--- src/duc_pkg.sv ---
// Shared constants and carriers for one channel of the dual serial transceiver
package duc_pkg;

  // ==========================================================
  // Register map, 4-bit word index on the register port
  typedef logic [3:0] duc_addr_t;
  localparam duc_addr_t OFS_DATA  = 4'h0;  // Holding regs, or divisor low when selected
  localparam duc_addr_t OFS_IER   = 4'h1;  // Interrupt enable, or divisor high
  localparam duc_addr_t OFS_ISR   = 4'h2;
  localparam duc_addr_t OFS_LCR   = 4'h3;
  localparam duc_addr_t OFS_MCR   = 4'h4;
  localparam duc_addr_t OFS_LSR   = 4'h5;
  localparam duc_addr_t OFS_MSR   = 4'h6;
  localparam duc_addr_t OFS_SPR   = 4'h7;
  localparam duc_addr_t OFS_EVT   = 4'h8;  // Sticky events, write one to clear
  localparam duc_addr_t OFS_EMASK = 4'h9;  // Event mask

  // ==========================================================
  // Field positions
  localparam int LCR_DIVISOR_ACCESS_SELECT  = 7;
  localparam int LCR_BREAK = 6;
  localparam int MCR_DTR   = 0;
  localparam int MCR_RTS   = 1;
  localparam int MCR_OP1   = 2;
  localparam int MCR_OP2   = 3;
  localparam int MCR_LOOP  = 4;
  localparam int IER_RX    = 0;
  localparam int IER_THR   = 1;
  localparam int IER_LINE  = 2;
  localparam int IER_MDM   = 3;
  localparam int LSR_DR    = 0;
  localparam int LSR_THRE  = 5;
  localparam int LSR_TEMT  = 6;
  localparam int EVT_MDM   = 0;
  localparam int EVT_THRE  = 1;

  // ==========================================================
  // Reset values, write masks, codes
  localparam logic [7:0]  IER_RST   = 8'h00;
  localparam logic [7:0]  LCR_RST   = 8'h00;
  localparam logic [7:0]  MCR_RST   = 8'h00;
  localparam logic [7:0]  SPR_RST   = 8'h00;
  localparam logic [7:0]  ISR_IDLE  = 8'h01;
  localparam logic [7:0]  IER_WMASK = 8'h0F;
  localparam logic [7:0]  MCR_WMASK = 8'h1F;
  localparam logic [15:0] DIV_RST   = 16'h0000;
  localparam logic [1:0]  ISR_LINE  = 2'h3;
  localparam logic [1:0]  ISR_RX    = 2'h2;
  localparam logic [1:0]  ISR_THR   = 2'h1;
  localparam logic [1:0]  ISR_MDM   = 2'h0;
  localparam logic [7:0]  CHAR_TICKS = 8'hA0;  // 10 bits of 16 ticks each

  typedef struct packed {
    logic carrier_detect_in_n;
    logic ring_indicator_in_n;
    logic data_set_ready_in_n;
    logic clear_to_send_in_n;
  } duc_modem_in_s;

  typedef struct packed {
    logic serial_data_out;
    logic user_output_one_pin_n;
    logic user_output_two_pin_n;
    logic request_to_send_pin_n;
    logic terminal_ready_pin_n;
  } duc_pins_s;

  localparam duc_pins_s PINS_RST = 5'h1F;

endpackage

--- src/duc_channel.sv ---
// One channel of the dual serial transceiver: register set, baud generator, modem lines
// Contract
// - Status bit 6: inverted ring, loopback user_output_one
// - Status bit 7: inverted carrier, loopback user_output_two
// - Eight-bit scratch byte, read back, no effect
// - Divide clock by divisor for 16x tick
// - Reset clears enable, line, modem control; id 0x01
// - Reset line status: bits 5,6 set, others clear
// - Reset clears change bits; upper bits follow inputs
// - Reset drives data out and control pins high
// - Divisor select bit redirects offsets 0,1 to divisor
// - Input change sets delta; status read clears all; ring sets its delta only on the trailing edge
//
// Implementation choices: the address-and-strobe port and the register offsets.
`timescale 1ns/1ps
module duc_channel
  import duc_pkg::*;
(
  input  wire logic          clk,
  input  wire logic          arst_n,
  input  wire duc_addr_t     addr,
  input  wire logic [7:0]    wdata,
  input  wire logic          wr_en,
  input  wire logic          rd_en,
  input  wire duc_modem_in_s modem_in,
  output logic [7:0]         rdata_q,
  output duc_pins_s          pins_q,
  output logic               baud_tick_q,
  output logic               irq_q
);

  // ==========================================================
  // State
  logic [7:0]  ier_q;
  logic [7:0]  lcr_q;
  logic [7:0]  mcr_q;
  logic [7:0]  spr_q;
  logic [15:0] div_q;
  logic [15:0] cnt_q;
  logic [3:0]  delta_q;
  logic [3:0]  prev_q;
  logic        prev_ok_q;
  logic        thre_q;
  logic        temt_q;
  logic [7:0]  chr_q;
  logic [1:0]  evt_q;
  logic [1:0]  emask_q;

  function automatic logic [7:0] isr_byte(input logic [7:0] interrupt_enable, input logic [7:0] line_status,
                                          input logic [3:0] dlt);
    if (interrupt_enable[IER_LINE] && |line_status[4:1])
      return {5'h00, ISR_LINE, 1'b0};
    else if (interrupt_enable[IER_RX] && line_status[LSR_DR])
      return {5'h00, ISR_RX, 1'b0};
    else if (interrupt_enable[IER_THR] && line_status[LSR_THRE])
      return {5'h00, ISR_THR, 1'b0};
    else if (interrupt_enable[IER_MDM] && |dlt)
      return {5'h00, ISR_MDM, 1'b0};
    else
      return ISR_IDLE;
  endfunction

  // ==========================================================
  // Decode
  wire        divisor_access_select      = lcr_q[LCR_DIVISOR_ACCESS_SELECT];
  wire        loop      = mcr_q[MCR_LOOP];
  wire        at_data   = addr == OFS_DATA;
  wire        at_ier    = addr == OFS_IER;
  wire        wr_thr    = wr_en && at_data && !divisor_access_select;
  wire        wr_dll    = wr_en && at_data && divisor_access_select;
  wire        wr_dlm    = wr_en && at_ier && divisor_access_select;
  wire        wr_ier    = wr_en && at_ier && !divisor_access_select;
  wire        wr_lcr    = wr_en && addr == OFS_LCR;
  wire        wr_mcr    = wr_en && addr == OFS_MCR;
  wire        wr_spr    = wr_en && addr == OFS_SPR;
  wire        wr_evt    = wr_en && addr == OFS_EVT;
  wire        wr_emask  = wr_en && addr == OFS_EMASK;
  wire        rd_msr    = rd_en && addr == OFS_MSR;

  // ==========================================================
  // Modem status
  // Loopback wiring: bit4 RTS, bit5 DTR, bit6 OP1, bit7 OP2
  wire  [3:0] msr_loop  = {mcr_q[MCR_OP2], mcr_q[MCR_OP1], mcr_q[MCR_DTR], mcr_q[MCR_RTS]};
  wire  [3:0] msr_pins  = ~{modem_in.carrier_detect_in_n, modem_in.ring_indicator_in_n,
                            modem_in.data_set_ready_in_n, modem_in.clear_to_send_in_n};
  wire  [3:0] msr_hi    = loop ? msr_loop : msr_pins;
  // Ring flags only its trailing edge, the others any change
  wire  [3:0] delta_set = prev_ok_q ? {msr_hi[3] ^ prev_q[3], prev_q[2] & ~msr_hi[2],
                                       msr_hi[1:0] ^ prev_q[1:0]} : 4'h0;
  // Set wins over the clear of a simultaneous read
  wire  [3:0] delta_d   = (rd_msr ? 4'h0 : delta_q) | delta_set;

  // ==========================================================
  // Baud generator
  wire        tick      = cnt_q == 16'h0001;
  wire        reload    = cnt_q <= 16'h0001;
  // Divisor sampled only at reload; zero stops the ticks
  wire [15:0] cnt_d     = reload ? div_q : cnt_q - 16'h0001;

  // ==========================================================
  // Transmit status; bit framing lives outside this block
  wire        thre_set  = tick && !thre_q && !wr_thr;
  wire        temt_set  = tick && thre_q && chr_q == 8'h01;
  wire  [7:0] line_status       = {1'b0, temt_q, thre_q, 5'h00};
  wire  [7:0] modem_status       = {msr_hi, delta_q};
  wire  [1:0] evt_set   = {thre_set, |delta_set};
  wire  [1:0] evt_clr   = wr_evt ? wdata[1:0] : 2'h0;
  wire  [1:0] evt_d     = (evt_q & ~evt_clr) | evt_set;

  // ==========================================================
  // Read mux; receiver not present, so its holding reads zero
  wire  [7:0] rd_mux =
      (at_data && divisor_access_select)     ? div_q[7:0] :
      (at_ier && divisor_access_select)      ? div_q[15:8] :
      at_ier                ? ier_q :
      (addr == OFS_ISR)     ? isr_byte(ier_q, line_status, delta_q) :
      (addr == OFS_LCR)     ? lcr_q :
      (addr == OFS_MCR)     ? mcr_q :
      (addr == OFS_LSR)     ? line_status :
      (addr == OFS_MSR)     ? modem_status :
      (addr == OFS_SPR)     ? spr_q :
      (addr == OFS_EVT)     ? {6'h00, evt_q} :
      (addr == OFS_EMASK)   ? {6'h00, emask_q} : 8'h00;

  // Break holds the line low; loopback parks everything inactive
  duc_pins_s pins_d;
  assign pins_d.serial_data_out       = loop || !lcr_q[LCR_BREAK];
  assign pins_d.user_output_one_pin_n = loop || !mcr_q[MCR_OP1];
  assign pins_d.user_output_two_pin_n = loop || !mcr_q[MCR_OP2];
  assign pins_d.request_to_send_pin_n = loop || !mcr_q[MCR_RTS];
  assign pins_d.terminal_ready_pin_n  = loop || !mcr_q[MCR_DTR];

  // ==========================================================
  // Control registers
  always_ff @(posedge clk or negedge arst_n) begin
    if (!arst_n) begin
      ier_q <= IER_RST;
      lcr_q <= LCR_RST;
      mcr_q <= MCR_RST;
      spr_q <= SPR_RST;
      div_q <= DIV_RST;
    end else begin
      if (wr_ier) ier_q <= wdata & IER_WMASK;
      if (wr_lcr) lcr_q <= wdata;
      if (wr_mcr) mcr_q <= wdata & MCR_WMASK;
      if (wr_spr) spr_q <= wdata;
      if (wr_dll) div_q[7:0] <= wdata;
      if (wr_dlm) div_q[15:8] <= wdata;
    end
  end

  // Modem change tracking; first cycle after reset only samples
  always_ff @(posedge clk or negedge arst_n) begin
    if (!arst_n) begin
      delta_q   <= 4'h0;
      prev_q    <= 4'h0;
      prev_ok_q <= 1'b0;
    end else begin
      delta_q   <= delta_d;
      prev_q    <= msr_hi;
      prev_ok_q <= 1'b1;
    end
  end

  always_ff @(posedge clk or negedge arst_n) begin
    if (!arst_n) begin
      cnt_q       <= 16'h0000;
      baud_tick_q <= 1'b0;
    end else begin
      cnt_q       <= cnt_d;
      baud_tick_q <= tick;
    end
  end

  always_ff @(posedge clk or negedge arst_n) begin
    if (!arst_n) begin
      thre_q <= 1'b1;
      temt_q <= 1'b1;
      chr_q  <= 8'h00;
    end else if (wr_thr) begin
      thre_q <= 1'b0;
      temt_q <= 1'b0;
    end else if (thre_set) begin
      thre_q <= 1'b1;
      chr_q  <= CHAR_TICKS;
    end else if (tick && chr_q != 8'h00) begin
      chr_q  <= chr_q - 8'h01;
      if (temt_set) temt_q <= 1'b1;
    end
  end

  always_ff @(posedge clk or negedge arst_n) begin
    if (!arst_n) begin
      evt_q   <= 2'h0;
      emask_q <= 2'h0;
      irq_q   <= 1'b0;
      rdata_q <= 8'h00;
      pins_q  <= PINS_RST;
    end else begin
      evt_q   <= evt_d;
      if (wr_emask) emask_q <= wdata[1:0];
      irq_q   <= |(evt_d & (wr_emask ? wdata[1:0] : emask_q));
      rdata_q <= rd_en ? rd_mux : 8'h00;
      pins_q  <= pins_d;
    end
  end

  // ==========================================================
  // Checks
  logic [15:0] since_q;
  logic [15:0] last_div_q;
  logic        seen_q;
  always_ff @(posedge clk or negedge arst_n) begin
    if (!arst_n) begin
      since_q    <= 16'h0000;
      last_div_q <= 16'h0000;
      seen_q     <= 1'b0;
    end else begin
      since_q <= tick ? 16'h0000 : (&since_q ? since_q : since_q + 16'h0001);
      if (reload) last_div_q <= div_q;
      if (tick) seen_q <= 1'b1;
    end
  end

  AST_RING_MIRROR: assert property (@(posedge clk) disable iff (!arst_n)
    rd_en && addr == OFS_MSR |=> rdata_q[6] ==
      ($past(mcr_q[MCR_LOOP]) ? $past(mcr_q[MCR_OP1]) : !$past(modem_in.ring_indicator_in_n)))
    else $error("modem status bit 6 wrong");
  AST_CARRIER_MIRROR: assert property (@(posedge clk) disable iff (!arst_n)
    rd_en && addr == OFS_MSR |=> rdata_q[7] ==
      ($past(mcr_q[MCR_LOOP]) ? $past(mcr_q[MCR_OP2]) : !$past(modem_in.carrier_detect_in_n)))
    else $error("modem status bit 7 wrong");
  AST_SCRATCH_BACK: assert property (@(posedge clk) disable iff (!arst_n)
    wr_en && addr == OFS_SPR ##1 rd_en && addr == OFS_SPR |=> rdata_q == $past(wdata, 2))
    else $error("scratch byte not read back");
  AST_BAUD_PERIOD: assert property (@(posedge clk) disable iff (!arst_n)
    tick && seen_q |-> since_q + 16'h0001 == last_div_q)
    else $error("baud tick period differs from divisor");
  AST_ISR_IDLE: assert property (@(posedge clk) disable iff (!arst_n)
    rd_en && addr == OFS_ISR && ier_q == 8'h00 |=> rdata_q == ISR_IDLE)
    else $error("identification not idle with interrupts disabled");
  AST_LSR_FIXED: assert property (@(posedge clk) disable iff (!arst_n)
    rd_en && addr == OFS_LSR |=> rdata_q[7] == 1'b0 && rdata_q[4:0] == 5'h00)
    else $error("line status fixed bits wrong");
  AST_DELTA_CLEAR: assert property (@(posedge clk) disable iff (!arst_n)
    rd_msr && delta_set == 4'h0 |=> delta_q == 4'h0)
    else $error("change bits survive status read");
  AST_DELTA_SET: assert property (@(posedge clk) disable iff (!arst_n)
    prev_ok_q && $changed(msr_hi[0]) |=> delta_q[0])
    else $error("clear-to-send change not flagged");
  AST_RTS_PIN: assert property (@(posedge clk) disable iff (!arst_n)
    !mcr_q[MCR_LOOP] |=> pins_q.request_to_send_pin_n == !$past(mcr_q[MCR_RTS]))
    else $error("request-to-send pin mismatch");
  AST_DIV_REDIRECT: assert property (@(posedge clk) disable iff (!arst_n)
    wr_en && addr == OFS_DATA && lcr_q[LCR_DIVISOR_ACCESS_SELECT] |=> div_q[7:0] == $past(wdata) && $stable(ier_q))
    else $error("divisor select did not redirect write");
  AST_DIV_LATCH: assert property (@(posedge clk) disable iff (!arst_n)
    reload |=> cnt_q == $past(div_q))
    else $error("counter did not reload from divisor");

endmodule

--- config.mk ---
export PLATFORM = sky130hd
export DESIGN_NAME = duc_channel
export DESIGN_NICKNAME = d
export VERILOG_FILES = /design/src/duc_pkg.sv /design/src/duc_channel.sv
export SDC_FILE = /design/constraint.sdc
export NUM_CORES = 1
export LEC_CHECK = 0
export BUFFER_PORTS_ARGS = -buffer_cell sky130_fd_sc_hd__buf_2
export CAP_MARGIN = 15
export CORE_UTILIZATION = 42
export CTS_BUF_LIST = sky130_fd_sc_hd__clkbuf_2 sky130_fd_sc_hd__clkbuf_4 sky130_fd_sc_hd__clkbuf_8
export CTS_CLUSTER_DIAMETER = 100
export DETAILED_ROUTE_END_ITERATION = 10
export PLACE_DENSITY = 0.58
export SYNTH_ARGS = -nofsm -noshare
export SYNTH_HDL_FRONTEND = slang
export SYNTH_SLANG_ARGS = --single-unit
--- constraint.sdc ---
create_clock -name clk -period 4.5 [get_ports clk]
set_clock_uncertainty 0.05 [all_clocks]
set_input_delay 0.9 -clock clk [delete_from_list [all_inputs] [get_ports clk]]
set_output_delay 0.9 -clock clk [all_outputs]
set_load 0.1 [all_outputs]
# Yosys cells after proc, flatten, opt, wreduce, memory -nomap -nowiden
# Cells that the tools add are included.
# Widths: inputs -> output; s select.
[word_totals]
ff_bits = 95
elab_cells = 122
[op_classes]
n_addsub = 2
order_cmp = 1
eq_ne = 12
mux = 28
bitwise_logic = 11
reduce_logical = 45
[op_table]
columns = ["operator", "count"]
rows = [
  ["$mux 8", 13],
  ["$logic_and 1x1->1", 21],
  ["$eq 16x1->1 const B", 1],
  ["$eq 4x3->1 const B", 4],
  ["$le 16x1->1 const B", 1],
  ["$mux 16", 1],
  ["$sub 16x1->16 const B", 1],
  ["$mux 4", 3],
  ["$eq 4x2->1 const B", 2],
  ["$eq 4x4->1 const B", 2],
  ["$eq 8x1->1 const B", 1],
  ["$logic_not 1->1", 8],
  ["$mux 2", 4],
  ["$reduce_bool 2->1", 4],
  ["$reduce_bool 8->1", 1],
  ["$reduce_or 4->1", 2],
  ["$sub 8x1->8 const B", 1],
  ["$mux 1", 7],
  ["$logic_or 1x1->1", 5],
  ["$and 2x2->2", 2],
  ["$eq 4x1->1 const B", 1],
  ["$logic_not 4->1", 1],
  ["$not 4->4", 1],
  ["$or 4x4->4", 1],
  ["10 further kinds", 11],
]

# Longest topological paths before layout
[logic_depth]
ltp_word = 13
depth_mapped = 7
depth_no_buf = 7

# Worst setup path before layout
# No wires, ideal clock.
[synth_timing]
kind = "input port to flip-flop"
start = "in wr_en"
end = "reg chr_q[2]"
arrival_time_ns = 2.321
required_ns = 4.329
setup_slack_ns = 2.008
path_stages = 7
cell_sequence = "buf_4 -> or3b_1 -> or4_4 -> nand4_2 -> buf_6 -> o22ai_1 -> a22o_1"
[synth_between]
elab_chain_cells = 6
elab_cells_between_ends = 8
[synth_rtl]
columns = ["item", "line_no", "source"]
rows = [
  ["start: declaration", "duc_channel.sv:23", "input wire logic wr_en,"],
  ["$logic_and 1x1->1 (*) (2 in series)", "duc_channel.sv:69", "wire wr_thr = wr_en && at_data && !divisor_access_select;"],
  ["$logic_not 1->1", "duc_channel.sv:102", "wire thre_set = tick && !thre_q && !wr_thr;"],
  ["$logic_and 1x1->1", "duc_channel.sv:102", ""],
  ["$reduce_bool 2->1 (no source line)", "n/a", ""],
  ["$reduce_and 2->1 (no source line)", "n/a", ""],
  ["end signal: assignment", "duc_channel.sv:187", "chr_q <= chr_q - 8'h01;"],
  ["end: declaration", "duc_channel.sv:45", "logic [7:0] chr_q;"],
]
# Mark *: on every way between the ends. The rest lies on a longest branch, timed or not.
# A chain may end at the register's enable or synchronous reset.

# Final worst setup path
[layout_timing]
start = "reg cnt_q[4]"
end = "reg cnt_q[0]"
[layout_between]
elab_chain_cells = 2
[layout_rtl]
columns = ["item", "line_no", "source"]
rows = [
  ["start: declaration", "duc_channel.sv:39", "logic [15:0] cnt_q;"],
  ["start signal: assignment", "duc_channel.sv:170", "cnt_q <= cnt_d;"],
  ["$le 16x1->1", "duc_channel.sv:96", "wire reload = cnt_q <= 16'h0001;"],
  ["$mux 16", "duc_channel.sv:98", "wire [15:0] cnt_d = reload ? div_q : cnt_q - 16'h0001;"],
  ["via cnt_d[0]", "duc_channel.sv:98", ""],
]
# The timed path passes the listed nets, and every way through them passes these cells.

==> results summary <==
Counting every sink on the clock net gives 95. The post-synthesis compound-gate area fraction is 13.40%. Once the floorplan was initialized, standard cells occupied 44.01% of the core. For this run, the register share of the synthesized area comes to 49.15%. The first global-routing pass estimated 18,570 um of wire. The critical path endpoint category is a register.

The run finished with clean final reports. The maximum number of pins on one net before global-route repair is 71. The fraction of power consumed by sequential logic came out at 48.9%. In this run switching power makes up 34.90% of total power.

For this design the ratio of total power to cell area is 482.0 nW/um^2. The maximum clock rate is 383.5 MHz. The largest area contributor in the synthesized netlist is sky130_fd_sc_hd__dfrtp_1. The setup path with the least slack is of type register to register.

The fraction of the mapped netlist area in adder cells came out at 1.289%. The final number of max-transition violations came out at 0. TritonCTS built the clock tree. The proportion of register bits with asynchronous set or reset after synthesis came out at 100.0%. The number of buffers inserted for hold repair after clock tree synthesis is 0. The worst setup path is launched from a register. The area overhead of the layout relative to synthesis came out at 10.39%. The cell-internal power came out at 1.682 mW.

The switching power summed over all nets came out at 0.9014 mW. In this run the tightest slew margin relative to its limit is 40.06%. Of the total power, combinational logic draws 25.5%.

Summing all placed instances gives a cell area of 5117 sq um. The kind of path behind the tightest hold check is register to register. The die height is 109.5 um. The total overflow left after global routing is 0. Dividing the detail-routed wire length by the instance count gives 18.28 um.

The routed wire length is 11,460 um. The number of antenna violations at the first check in global routing came out at 0. The final critical delay including setup and external delays is 2.607 ns. The TritonCTS buffer count is 9. The number of global-route vias before repair is 3,506.

The diode insertion count for antenna repair came out at 0. In this run the mean area of a mapped cell was 10.65 sq um. The accumulated negative setup slack came out at 0 ns. By count the netlist is led by sky130_fd_sc_hd__dfrtp_1, sky130_fd_sc_hd__nand2_1, sky130_fd_sc_hd__mux2_2, sky130_fd_sc_hd__o21ai_0, sky130_fd_sc_hd__nor2b_1. Sorting the synthesized cells by area gives the leading types as sky130_fd_sc_hd__dfrtp_1, sky130_fd_sc_hd__mux2_2, sky130_fd_sc_hd__nand2_1. The post-synthesis mux area share is 11.96%.

The DRC marker count from the first detailed-route iteration came out at 230. After detailed routing, the number of remaining DRC violations is 0. The number of max-capacitance violations reported is 0. The maximum buffer depth of the clock tree is 2. The number of nets in the final layout is 507. The cell row count is 38.

The post-route cell area came out at 5359 sq um. The number of flip-flops and latches in the synthesized netlist is 95. Global routing used 20.88% of the available tracks across all layers. The number of buffers inserted by post-CTS setup repair is 0. The arrival time of data at the critical path endpoint is 2.82 ns. In this run the remaining antenna-violating nets after routing total 0. The H-tree level count came out at 3.

The placeable core region came out at 11,030 sq um. The number of top-level pins came out at 35. Setup repair after global routing left no endpoint under its margin. In this run the tool buffered the top-level ports with 34 buffer cells. For this run, the leading register cell type out of synthesis is sky130_fd_sc_hd__dfrtp_1. The die area is 11,990 sq um. Of the total power, the clock network draws 25.6%.

The number of enable flip-flop cells after synthesis is 0. At the later pin of the worst-skew pair, clock insertion delay measures 0.38 ns. The leakage power figure came out at 2.271 nW.

The unique cell type count in the Yosys netlist came out at 69. The peak supply drop came out at 295.1 uV. The highest fanout seen on the critical path is 31. After clock tree synthesis, the repair step resized 0 gates.

The final number of hold-violating endpoints was 0. At the end of the flow the core is filled with cells to 48.58%. In this run the horizontal extent of the chip is 109.5 um.

The proportion of netlist area held by the largest area contributor came out at 45.36%. The synthesized net count is 481. The required time at the endpoint of the critical path is 4.71 ns.

After synthesis, the largest family of logic cells by area is simple AND/OR/NAND/NOR gates. For the pin with the worst max-slew slack, the measured transition is 0.8991 ns. The pre-antenna-repair detailed-routing pass consisted of 4 iterations. The post-synthesis cell count came out at 456. At the end of routability-driven placement, the weighted congestion stood at 0.8328. The netlist area before placement came out at 4855 sq um. The yosys synthesis warning count came out at 0. The share of the clock period used by the worst path came out at 57.94%. The total number of vias is 3,598. The root buffer selected by CTS is sky130_fd_sc_hd__clkbuf_8.

The detailed placer's ending HPWL is 8164 um. The layout cell share with drive strength beyond 1 is 25.26%. The synthesized netlist devotes 19.07% of its cell area to simple gates. After detailed routing, the number of vias per cell comes to 5.738.

After Yosys synthesis, XOR and XNOR cells account for 1.985% of the synthesized area. Clock-pin slew was measured on the worst setup and hold paths at 0.10 ns. The number of endpoints failing setup at the final stage is 0. The most common cell in the synthesized netlist is sky130_fd_sc_hd__dfrtp_1.
-- routing by layer --
| metal | vias to the layer above | share of wire (%) | track usage, % |
|---|---|---|---|
| met5 | - | 0 | 0 |
| met4 | 0 | 0.73 | 6.762 |
| met3 | 7 | 5.1 | 4.209 |
| met2 | 91 | 47 | 31.90 |
| met1 | 1808 | 47 | 29.68 |
| li1 | 1692 | - | - |
-- power groups by stage --
stage	clock, mW	sequential [mW]	combinational (mW)
after global placement	0	1.27	0.649
after global routing	0.712	1.29	0.730
after floorplan	0	1.33	0.420
after CTS	0.680	1.26	0.665
after detailed placement	0	1.28	0.664
final	0.662	1.26	0.659
-- sequential cells by signal, summed over array words and instances (netlist names) --
register,count
cnt_q,16
div_q,16
chr_q,8
lcr_q,8
rdata_q,8
spr_q,8
mcr_q,5
pins_q,5
delta_q,4
ier_q,4
prev_q,4
emask_q,2
evt_q,2
baud_tick_q,1
irq_q,1
prev_ok_q,1
temt_q,1
thre_q,1
-- final timing paths --
check / startpoint / to / slack, ns / cells past startpoint
worst max-delay path: cnt_q[4]$_DFF_PN0_ / cnt_q[0]$_DFF_PN0_ / 1.89 / 4
worst min register to register: lcr_q[6]$_DFFE_PN0P_ / pins_q[4]$_DFF_PN1_ / 0.44 / 1
min in group asynchronous: arst_n / chr_q[6]$_DFFE_PN0P_ / 0.56 / 1
max in group asynchronous: arst_n / pins_q[2]$_DFF_PN1_ / 2.89 / 2
worst min-delay path: lcr_q[6]$_DFFE_PN0P_ / pins_q[4]$_DFF_PN1_ / 0.44 / 1
worst max register to register: cnt_q[4]$_DFF_PN0_ / cnt_q[0]$_DFF_PN0_ / 1.89 / 4
-- layout by cell type, fill, tap and decap left out, types with 7 or more instances in the layout --
cell type,n
sky130_fd_sc_hd__nand2_1,50
sky130_fd_sc_hd__nor2_1,16
sky130_fd_sc_hd__or3_1,7
sky130_fd_sc_hd__buf_2,33
sky130_fd_sc_hd__o21ai_0,29
sky130_fd_sc_hd__inv_1,14
sky130_fd_sc_hd__nand3_1,17
sky130_fd_sc_hd__nor2b_1,20
sky130_fd_sc_hd__dfstp_2,7
sky130_fd_sc_hd__a21oi_1,11
sky130_fd_sc_hd__mux2_2,48
sky130_fd_sc_hd__nand2b_1,10
sky130_fd_sc_hd__clkbuf_8,12
sky130_fd_sc_hd__dfrtp_1,88
sky130_fd_sc_hd__nor3_1,10
-- worst max-delay path, cell delays in order (launching register included) --
cell and delay, ns:
sky130_fd_sc_hd__dfrtp_1 0.41, sky130_fd_sc_hd__or4_4 0.62, sky130_fd_sc_hd__nor4_4 0.27, sky130_fd_sc_hd__o211a_1 0.75
sky130_fd_sc_hd__mux2_2 0.41
-- stage by stage --
stage               power, mW  hold slack, ns  instances  setup slack (ns)
CTS                     2.608          0.4343        627             1.888
detailed placement      1.943          0.4216        611             1.606
global route            2.737          0.4698        627             1.727
finish                  2.583          0.4390        627             1.893
global placement        1.922          0.4259        611             1.669
floorplan               1.752          0.3414        456             2.008
-- logic make-up after synthesis --
logic type	after synthesis
and+or+nand+nor	161
AOI/OAI and AO/OA	96
DFF	95
muxes	52
buffers and inverters	35
xor gates and xnor gates	11
adders and majority gates	5
other	1
-- layout make-up --
class	count	area [sq um]
multi-input combinational	326	2320
clock buffer	12	165.2
clock inverter	4	76.32
inverter	15	56.30
sequential	95	2386
timing repair buffer	35	180.2
tap	140	175.2
fill	1046	5672
Power figures use the tool's default switching activity.
